==> config.mk <==
export PLATFORM = sky130hd
export DESIGN_NAME = sadc_dev_flat
export DESIGN_NICKNAME = d
export VERILOG_FILES = /design/src/verilog/sadc_pkg.sv /design/src/verilog/sadc_if.sv /design/src/verilog/sadc_sync.sv /design/src/verilog/sadc_dev.sv /design/src/flat_wrapper.sv
export VERILOG_INCLUDE_DIRS = /design/src /design/src/verilog
export SDC_FILE = /design/constraint.sdc
export NUM_CORES = 1
export LEC_CHECK = 0
export BUFFER_PORTS_ARGS = -buffer_cell sky130_fd_sc_hd__buf_2
export CORE_MARGIN = 1
export CORE_UTILIZATION = 50
export DETAILED_ROUTE_END_ITERATION = 6
export PLACE_DENSITY_LB_ADDON = 0.12
export RECOVER_POWER = 50
export SETUP_SLACK_MARGIN = 0.2
export SKIP_LAST_GASP = 1
export SYNTH_ARGS = -nofsm -noshare
export SYNTH_HDL_FRONTEND = slang
export SYNTH_SLANG_ARGS = --single-unit
==> constraint.sdc <==
create_clock -name clock -period 9.01 [get_ports clock]
set_input_delay 0.4505 -clock clock [delete_from_list [all_inputs] [get_ports clock]]
set_output_delay 0.4505 -clock clock [all_outputs]
set_load 0.02 [all_outputs]
==> src/verilog/sadc_defs.svh <==
`ifndef SADC_DEFS_SVH
`define SADC_DEFS_SVH

`define SADC_CLK_MHZ       200
`define SADC_RES_BITS      14
`define SADC_TAG_BITS      6
`define SADC_FRAME_BITS    20
`define SADC_MAX_EXTRA     6

// Conversion interval limits in ns, rounded down to whole cycles
`define SADC_CONV_BYP_NS   660
`define SADC_CONV_PGA_NS   1550
`define SADC_CONV_BYP_CYC  ((`SADC_CONV_BYP_NS*`SADC_CLK_MHZ)/1000)
`define SADC_CONV_PGA_CYC  ((`SADC_CONV_PGA_NS*`SADC_CLK_MHZ)/1000)
`define SADC_STEP_BYP_CYC  (`SADC_CONV_BYP_CYC/`SADC_RES_BITS)
`define SADC_STEP_PGA_CYC  (`SADC_CONV_PGA_CYC/`SADC_RES_BITS)

// Least start-line high time in ns, rounded up to whole cycles
`define SADC_CSH_NS        150
`define SADC_CSH_LP_NS     500
`define SADC_CSH_CYC       ((`SADC_CSH_NS*`SADC_CLK_MHZ+999)/1000)
`define SADC_CSH_LP_CYC    ((`SADC_CSH_LP_NS*`SADC_CLK_MHZ+999)/1000)

// Serial clock half period in cycles: 80 ns period, under 50 MHz
`define SADC_SCLK_HALF     8

// Host register byte addresses
`define SADC_ADR_CTRL      8'h00
`define SADC_ADR_STATUS    8'h04
`define SADC_ADR_DATA      8'h08

// Control register fields
`define SADC_CTRL_CH_LSB   0
`define SADC_CTRL_GAIN_LSB 3
`define SADC_CTRL_BYP      6
`define SADC_CTRL_LPS      7
`define SADC_CTRL_PD_N     8
`define SADC_CTRL_XTR_LSB  9
`define SADC_CTRL_START    16
`define SADC_CTRL_RESET    32'h00000140

`endif

==> src/verilog/sadc_pkg.sv <==
package sadc_pkg;

  typedef enum logic [2:0] {
    DEV_IDLE = 3'b001,
    DEV_CONV = 3'b010,
    DEV_READ = 3'b100
  } sadc_dev_st_e;

  typedef enum logic [5:0] {
    HST_IDLE   = 6'b000001,
    HST_CSH    = 6'b000010,
    HST_WAITHI = 6'b000100,
    HST_WAITLO = 6'b001000,
    HST_LOW    = 6'b010000,
    HST_HIGH   = 6'b100000
  } sadc_hst_st_e;

  typedef struct packed {
    sadc_dev_st_e st;
    logic         cs_prev;
    logic         sclk_prev;
    logic [2:0]   ch_lat;
    logic [2:0]   gain_lat;
    logic         byp_lat;
    logic         warm;
    logic         inv;
    logic [13:0]  target;
    logic [13:0]  sar;
    logic [3:0]   bitn;
    logic [4:0]   stepc;
    logic [19:0]  shreg;
    logic         busy;
    logic         sdo;
    logic         sdo_oe;
    logic [13:0]  result;
    logic         result_valid;
    logic         result_invalid;
  } sadc_dev_s;

  typedef struct packed {
    sadc_hst_st_e st;
    logic [31:0]  ctrl;
    logic [6:0]   cnt;
    logic [4:0]   nbits;
    logic [19:0]  shreg;
    logic [19:0]  data;
    logic         done;
    logic         warm;
    logic         suspect;
    logic         cs_n;
    logic         sclk;
    logic         ack;
    logic [31:0]  dat_o;
  } sadc_hst_s;

endpackage

==> src/verilog/sadc_if.sv <==
`timescale 1ns/100ps
interface sadc_if;
  logic       conv_start_n;
  logic       sclk;
  logic       busy;
  logic       sdo;
  logic       sdo_oe;
  logic [2:0] channel_select_pins;
  logic [2:0] gain_select_pins;
  logic       gain_bypass;
  logic       low_power_select;
  logic       power_down_n;

  modport dev (
    input  conv_start_n, sclk, channel_select_pins, gain_select_pins,
           gain_bypass, low_power_select, power_down_n,
    output busy, sdo, sdo_oe
  );

  modport host (
    output conv_start_n, sclk, channel_select_pins, gain_select_pins,
           gain_bypass, low_power_select, power_down_n,
    input  busy, sdo, sdo_oe
  );
endinterface

==> src/verilog/sadc_sync.sv <==
`timescale 1ns/100ps
module sadc_sync #(
  parameter int W = 1
) (
  input  wire logic         clock,
  input  wire logic         rst_n,
  input  wire logic         ce,
  input  wire logic [W-1:0] d,
  output logic      [W-1:0] q
);
  logic [W-1:0] meta_reg;

  // Resets to ones so an idle high line shows no edge at release
  always_ff @(posedge clock) begin
    if (!rst_n) begin
      meta_reg <= '1;
      q        <= '1;
    end else if (ce) begin
      meta_reg <= d;
      q        <= meta_reg;
    end
  end
endmodule // sadc_sync

==> src/verilog/sadc_dev.sv <==
// Operation
// - Eight-to-one channel mux feeds the converter
// - Channel and gain come only from pins
// - Bypass plus gains 1,2,3,4,6,8,12,16
// - Each result is a 14-bit SAR word
// - Start line fall samples and starts conversion
// - Host holds start high 150/500 ns
// - Own oscillator times every conversion
// - Busy high for whole conversion, then low
// - Host keeps serial clock low while busy
// - MSB on data out when busy falls
// - Each serial rise shifts next lower bit
// - Current conversion read out, no latency
// - Host serial clock at most 50 MHz
// - Host limits rate to 900k/480k samples
// - Data out released while start line high
// - Up to six extra bits: channel, gain
// - Fewer extra edges give fewer tag bits
// - First normal-mode sample after wake invalid
//
// Register access over Wishbone and the address map are this design's own decisions.
`timescale 1ns/100ps
`include "sadc_defs.svh"
module sadc_dev (
  input  wire logic              clock,
  input  wire logic              rst_n,
  input  wire logic              ce,
  sadc_if.dev                    lnk,
  input  wire logic [7:0][13:0]  ain,
  output logic      [13:0]       result,
  output logic                   result_valid,
  output logic                   result_invalid
);
  localparam logic [4:0] STEP_BYP = 5'(`SADC_STEP_BYP_CYC);
  localparam logic [4:0] STEP_PGA = 5'(`SADC_STEP_PGA_CYC);

  sadc_pkg::sadc_dev_s r_reg;
  sadc_pkg::sadc_dev_s r_next;

  logic [10:0] pins_s;
  logic        cs_s;
  logic        sclk_s;
  logic [2:0]  ch_s;
  logic [2:0]  gain_s;
  logic        byp_s;
  logic        lps_s;
  logic        pd_n_s;

  // Every pin from the host is foreign to this clock
  sadc_sync #(
    .W (11)
  ) u_sync (
    .clock (clock),
    .rst_n (rst_n),
    .ce    (ce),
    .d     ({lnk.conv_start_n, lnk.sclk, lnk.channel_select_pins,
             lnk.gain_select_pins, lnk.gain_bypass, lnk.low_power_select,
             lnk.power_down_n}),
    .q     (pins_s)
  );

  assign cs_s   = pins_s[10];
  assign sclk_s = pins_s[9];
  assign ch_s   = pins_s[8:6];
  assign gain_s = pins_s[5:3];
  assign byp_s  = pins_s[2];
  assign lps_s  = pins_s[1];
  assign pd_n_s = pins_s[0];

  function automatic logic [4:0] gain_of(input logic [2:0] code,
                                         input logic       byp);
    logic [4:0] g;
    g = 5'h01;
    case (code)
      3'h0:    g = 5'h01;
      3'h1:    g = 5'h02;
      3'h2:    g = 5'h03;
      3'h3:    g = 5'h04;
      3'h4:    g = 5'h06;
      3'h5:    g = 5'h08;
      3'h6:    g = 5'h0C;
      3'h7:    g = 5'h10;
      default: g = 5'h01;
    endcase
    if (byp) begin
      g = 5'h01;
    end
    return g;
  endfunction

  // Amplified level clips at full scale rather than wrapping
  function automatic logic [13:0] amplify(input logic [13:0] v,
                                          input logic [4:0]  g);
    logic [18:0] p;
    p = 19'(v) * 19'(g);
    if (p > 19'h03FFF) begin
      return 14'h3FFF;
    end
    return p[13:0];
  endfunction

  logic        cs_fall;
  logic        cs_rise;
  logic        sclk_rise;
  logic [13:0] cand;
  logic [13:0] sar_new;
  logic [4:0]  step_len;

  always_comb begin
    r_next = r_reg;
    r_next.result_valid = 1'b0;
    r_next.cs_prev      = cs_s;
    r_next.sclk_prev    = sclk_s;
    cs_fall   = r_reg.cs_prev & ~cs_s;
    cs_rise   = ~r_reg.cs_prev & cs_s;
    sclk_rise = ~r_reg.sclk_prev & sclk_s;
    cand      = r_reg.sar | (14'h0001 << r_reg.bitn);
    sar_new   = (cand <= r_reg.target) ? cand : r_reg.sar;
    step_len  = r_reg.byp_lat ? STEP_BYP : STEP_PGA;

    if (!pd_n_s) begin
      // Power-down: outputs quiet, wake state lost
      r_next.st     = sadc_pkg::DEV_IDLE;
      r_next.busy   = 1'b0;
      r_next.sdo    = 1'b0;
      r_next.sdo_oe = 1'b0;
      r_next.warm   = 1'b0;
    end else begin
      // Selects follow pins while start is high, frozen at its fall
      if (cs_s) begin
        r_next.ch_lat   = ch_s;
        r_next.gain_lat = gain_s;
        r_next.byp_lat  = byp_s;
      end
      if (cs_rise) begin
        r_next.st     = sadc_pkg::DEV_IDLE;
        r_next.sdo    = 1'b0;
        r_next.sdo_oe = 1'b0;
        r_next.warm   = 1'b1;
      end else begin
        case (r_reg.st)
          sadc_pkg::DEV_IDLE: begin
            r_next.sdo_oe = 1'b0;
            if (cs_fall) begin
              // Sample instant: selected channel through the amplifier
              r_next.target = amplify(ain[r_reg.ch_lat],
                                      gain_of(r_reg.gain_lat,
                                              r_reg.byp_lat));
              r_next.inv    = ~r_reg.warm & ~lps_s;
              r_next.st     = sadc_pkg::DEV_CONV;
              r_next.busy   = 1'b1;
              r_next.sdo    = 1'b0;
              r_next.sdo_oe = 1'b1;
              r_next.sar    = 14'h0000;
              r_next.bitn   = 4'hD;
              r_next.stepc  = 5'h00;
            end
          end
          sadc_pkg::DEV_CONV: begin
            // Step timing from the local clock only; serial clock ignored
            if (r_reg.stepc == step_len - 5'h01) begin
              r_next.stepc = 5'h00;
              r_next.sar   = sar_new;
              r_next.bitn  = r_reg.bitn - 4'h1;
              if (r_reg.bitn == 4'h0) begin
                r_next.st             = sadc_pkg::DEV_READ;
                r_next.busy           = 1'b0;
                r_next.sdo            = sar_new[13];
                r_next.shreg          = {sar_new, r_reg.ch_lat,
                                         r_reg.gain_lat};
                r_next.result         = sar_new;
                r_next.result_valid   = 1'b1;
                r_next.result_invalid = r_reg.inv;
              end
            end else begin
              r_next.stepc = r_reg.stepc + 5'h01;
            end
          end
          sadc_pkg::DEV_READ: begin
            // Host waits for busy low before clocking
            if (sclk_rise) begin
              r_next.shreg = {r_reg.shreg[18:0], 1'b0};
              r_next.sdo   = r_reg.shreg[18];
            end
          end
          default: begin
            r_next.st     = sadc_pkg::DEV_IDLE;
            r_next.busy   = 1'b0;
            r_next.sdo_oe = 1'b0;
          end
        endcase
      end
    end
  end

  always_ff @(posedge clock) begin
    if (!rst_n) begin
      r_reg <= '{st: sadc_pkg::DEV_IDLE, cs_prev: 1'b1, sclk_prev: 1'b1,
                 default: '0};
    end else if (ce) begin
      r_reg <= r_next;
    end
  end

  assign lnk.busy       = r_reg.busy;
  assign lnk.sdo        = r_reg.sdo;
  assign lnk.sdo_oe     = r_reg.sdo_oe;
  assign result         = r_reg.result;
  assign result_valid   = r_reg.result_valid;
  assign result_invalid = r_reg.result_invalid;
endmodule // sadc_dev

==> src/flat_wrapper.sv <==
// flat-port wrapper written by rule: the top's interface ports become plain ports
module sadc_dev_flat 
  (clock, rst_n, ce, ain, result, result_valid, result_invalid, lnk_conv_start_n, lnk_sclk, lnk_channel_select_pins, lnk_gain_select_pins, lnk_gain_bypass, lnk_low_power_select, lnk_power_down_n, lnk_busy, lnk_sdo, lnk_sdo_oe);
  sadc_if lnk_i ();
  input  wire logic clock;
  input  wire logic rst_n;
  input  wire logic ce;
  input  wire logic [7:0][13:0] ain;
  output logic      [13:0] result;
  output logic result_valid;
  output logic result_invalid;
  input wire logic [$bits(lnk_i.conv_start_n)-1:0] lnk_conv_start_n;
  input wire logic [$bits(lnk_i.sclk)-1:0] lnk_sclk;
  input wire logic [$bits(lnk_i.channel_select_pins)-1:0] lnk_channel_select_pins;
  input wire logic [$bits(lnk_i.gain_select_pins)-1:0] lnk_gain_select_pins;
  input wire logic [$bits(lnk_i.gain_bypass)-1:0] lnk_gain_bypass;
  input wire logic [$bits(lnk_i.low_power_select)-1:0] lnk_low_power_select;
  input wire logic [$bits(lnk_i.power_down_n)-1:0] lnk_power_down_n;
  output wire logic [$bits(lnk_i.busy)-1:0] lnk_busy;
  output wire logic [$bits(lnk_i.sdo)-1:0] lnk_sdo;
  output wire logic [$bits(lnk_i.sdo_oe)-1:0] lnk_sdo_oe;
  assign lnk_i.conv_start_n = lnk_conv_start_n;
  assign lnk_i.sclk = lnk_sclk;
  assign lnk_i.channel_select_pins = lnk_channel_select_pins;
  assign lnk_i.gain_select_pins = lnk_gain_select_pins;
  assign lnk_i.gain_bypass = lnk_gain_bypass;
  assign lnk_i.low_power_select = lnk_low_power_select;
  assign lnk_i.power_down_n = lnk_power_down_n;
  assign lnk_busy = lnk_i.busy;
  assign lnk_sdo = lnk_i.sdo;
  assign lnk_sdo_oe = lnk_i.sdo_oe;
  sadc_dev u_core (.clock(clock), .rst_n(rst_n), .ce(ce), .lnk(lnk_i), .ain(ain), .result(result), .result_valid(result_valid), .result_invalid(result_invalid));
endmodule
==> load_flow_metrics.sql <==
INSERT INTO impl_metrics (metric_group, metric, value, unit) VALUES
('status', 'run_status', 'finished with violations', ''),
('status', 'violations', 'max-capacitance violations, max-slew violations', ''),
('die', 'die_h', '131', 'um'),
('finish', 'final_cell_count_no_fill', '1249', ''),
('synth', 'synthCells', '917', ''),
('synth', 'yosys_warnings', '0', ''),
('global_routing', 'overall_fraction_of_global_route_tracks_in_use', '23.8', '%'),
('power', 'leakage', '4.31', 'nW'),
('detailed_routing', 'drc_violations', '0', ''),
('global_routing', 'overflow', '0', ''),
('power', 'power_density', '193', 'nW/um^2'),
('cts', 'clk-insertion-delay-late', '0.41', 'ns'),
('synth', 'yosys-top-cells-area', 'sky130_fd_sc_hd__dfxtp_1, sky130_fd_sc_hd__fa_1, sky130_fd_sc_hd__ha_1', ''),
('placement', 'place_worst_setup_slack', '2.77', 'ns'),
('setup_path', 'crit_path_end_kind', 'flop', ''),
('hold_path', 'hold_class', 'input port to flop', ''),
('synth', 'synth_top_cells_by_count', 'sky130_fd_sc_hd__dfxtp_1, sky130_fd_sc_hd__nor2_1, sky130_fd_sc_hd__inv_1', ''),
('synth', 'synth.largest_area_cell', 'sky130_fd_sc_hd__dfxtp_1', ''),
('sta', 'finalSetupViolCount', '0', ''),
('job', 'cap_violations', '1', ''),
('die', 'rows', '46', ''),
('global_routing', 'grt_pass1_wl', '32000', 'um'),
('synth', 'total_of_flip_flops_plus_latches_after_synthesis', '116', ''),
('detailed_routing', 'vias', '6873', ''),
('sta', 'fmax', '160', 'MHz'),
('cts', 'htree_levels', '4', ''),
('synth', 'yosysTopAreaCellShare', '28.1', '%'),
('sta', 'slew_viols_final', '50', ''),
('synth', 'netlist_area', '8270', 'um^2'),
('synth', 'synth_compound_area_share', '17.2', '%'),
('cts', 'cts-root-to-sink-buffers', '2', ''),
('placement', 'gp_congestion', '0.829', ''),
('synth', 'post_synth_fa_ha_maj_area_fraction', '16.4', '%'),
('detailed_routing', 'avgRoutedWirePerCell', '15.3', 'um'),
('power', 'internal-power', '1.24', 'mW'),
('setup_path', 'critPathMaxStageDelay', '0.96', 'ns'),
('synth', 'synth.lib_cells_used.distinct', '64', ''),
('detailed_routing', 'initialDrtViolationCount', '412', ''),
('power', 'sequentialPowerShare', '30.1', '%'),
('cts', 'hold_buffers', '0', ''),
('sta', 'timing.final.ws_setup', '2.78', 'ns'),
('sta', 'final.setup.tns', '0', 'ns'),
('sta', 'slew_headroom', '-33.5', '%'),
('finish', 'drive_above_1_share', '21.3', '%'),
('sta', 'setup_repair_after_global_routing_missed_its_margin', 'no', ''),
('synth', 'yosysSeqAreaShare', '28.1', '%'),
('global_routing', 'maximum_number_of_pins_on_one_net_before_global_route_repair', '50', ''),
('finish', 'antenna_cells', '0', ''),
('finish', 'num-nets-final', '1233', ''),
('setup_path', 'timing.critical_path.slowest_stage_cell', 'sky130_fd_sc_hd__dfxtp_2', ''),
('die', 'fp.dieW', '131', 'um'),
('sta', 'fin_hold_ws', '0.254', 'ns'),
('setup_path', 'worstSetupStartpointType', 'flop', ''),
('sta', 'finalHoldViolations', '0', ''),
('synth', 'synth_top_family_by_area', 'compound AO/OA/AOI/OAI gates', ''),
('finish', 'largest_reg_flops', '70', ''),
('power', 'p_comb_share', '30.7', '%'),
('die', 'io_pins', '145', ''),
('cts', 'postCtsSetupBuffers', '0', ''),
('setup_path', 'cp_data_arrival_time', '6.49', 'ns'),
('detailed_routing', 'antenna_left', '0', ''),
('setup_path', 'crit_chain', 'mux4_2 > mux2i_1 > nor2_1 > fa_1 > fa_1 > inv_1 > fa_1 > inv_1 > ha_1 > o211ai_1 > o211ai_1 > a31oi_1 > o31ai_1 > xor2_1 > nor4_4 > a21oi_1', ''),
('synth', 'synth_simple_gate_area_share', '15.8', '%'),
('setup_path', 'worst-path-buf-inv', '2', ''),
('power', 'share_clk_of_total_power', '39.1', '%'),
('cts', 'cts_sinks', '116', ''),
('sta', 'clock-skew-final', '0.00902', 'ns'),
('sta', 'worst-slew-pin-transition', '2.00', 'ns'),
('power', 'vdd_ir_drop_max', '137', 'uV'),
('synth', 'postSynthAreaPerCell', '9.02', 'um^2'),
('finish', 'final_util', '59.6', '%');
cells in the final DEF (no fill, tap or decap), types with 17 or more instances in the layout:
| cell | Yosys | layout |
|---|---|---|
| sky130_fd_sc_hd__nand2_1 | 66 | 66 |
| sky130_fd_sc_hd__ha_1 | 51 | 51 |
| sky130_fd_sc_hd__o21ai_0 | 26 | 25 |
| sky130_fd_sc_hd__clkbuf_1 | 21 | 22 |
| sky130_fd_sc_hd__a31oi_1 | 28 | 28 |
| sky130_fd_sc_hd__fa_1 | 36 | 36 |
| sky130_fd_sc_hd__o211ai_1 | 17 | 17 |
| sky130_fd_sc_hd__mux2i_1 | 46 | 46 |
| sky130_fd_sc_hd__or2_2 | 22 | 22 |
| sky130_fd_sc_hd__a21o_1 | 25 | 25 |
| sky130_fd_sc_hd__a21oi_1 | 68 | 68 |
| sky130_fd_sc_hd__nor2_1 | 106 | 106 |
| sky130_fd_sc_hd__dfxtp_1 | 116 | 115 |
| sky130_fd_sc_hd__mux4_2 | 28 | 28 |
| sky130_fd_sc_hd__inv_1 | 71 | 71 |
| sky130_fd_sc_hd__clkbuf_16 | 0 | 17 |
| sky130_fd_sc_hd__buf_2 | 14 | 124 |
worst paths after layout:
kind | from | end | depth (start not counted)
max | u_core.r_reg[82]$_SDFFE_PN0P_ | u_core.r_reg[69]$_SDFFE_PN0P_ | 16
min | lnk_gain_bypass | u_core.u_sync.meta_reg[2]$_SDFFE_PN1P_ | 3
max reg2reg | u_core.r_reg[82]$_SDFFE_PN0P_ | u_core.r_reg[69]$_SDFFE_PN0P_ | 16
min reg2reg | u_core.result[12]$_SDFFE_PN0P_ | u_core.result[12]$_SDFFE_PN0P_ | 2
layer usage:
| metal | vias up | global-route usage, % | wire length, um |
|---|---|---|---|
| li1 | 3448 | - | - |
| met1 | 3259 | 33.4 | 9290 |
| met2 | 157 | 38.8 | 9040 |
| met3 | 9 | 4.19 | 674 |
| met4 | 0 | 4.46 | 117 |
| met5 | - | 0 | 0 |
worst register-to-register path, delay by kind of cell (launching register included):
| family | cells | cell delay [ns] |
|---|---|---|
| simple gates | 2 | 0.75 |
| mux | 2 | 1.09 |
| flops | 1 | 0.96 |
| buf+inv | 2 | 0.09 |
| xor+xnor | 1 | 0.14 |
| compound gates | 5 | 1.08 |
| fa+ha+maj | 4 | 1.97 |
power groups by stage:
stage,Clock (mW),Combinational (mW),Sequential [mW]
global placement,0,0.558,0.564
floorplan,0,0.450,0.550
detailed placement,0,0.561,0.565
global route,0.754,0.632,0.558
CTS,0.727,0.566,0.554
finish,0.719,0.565,0.554
metrics by stage:
step	total power, mW	area [um^2]
floorplan	1.00	8270
global placement	1.12	8930
detailed placement	1.13	8930
CTS	1.85	9570
global route	1.94	9530
finish	1.84	9530
cells by family (layout without fill, tap and decap cells):
family / count (synthesis) / in the layout
mux: 75 / 75
simple gates: 270 / 270
flops: 116 / 116
compound gates: 218 / 218
fa+ha+maj: 87 / 87
xor+xnor: 15 / 15
buf+inv: 136 / 252
cell type report:
type	instances	area, um^2
clock inverter	12	179
clock buffer	20	457
multi-input combinational	665	5310
fill	1456	6470
inverter	72	270
tap	216	270
timing repair buffer	148	722
sequential	116	2320
No activity file was read; power rests on OpenSTA's default activity.
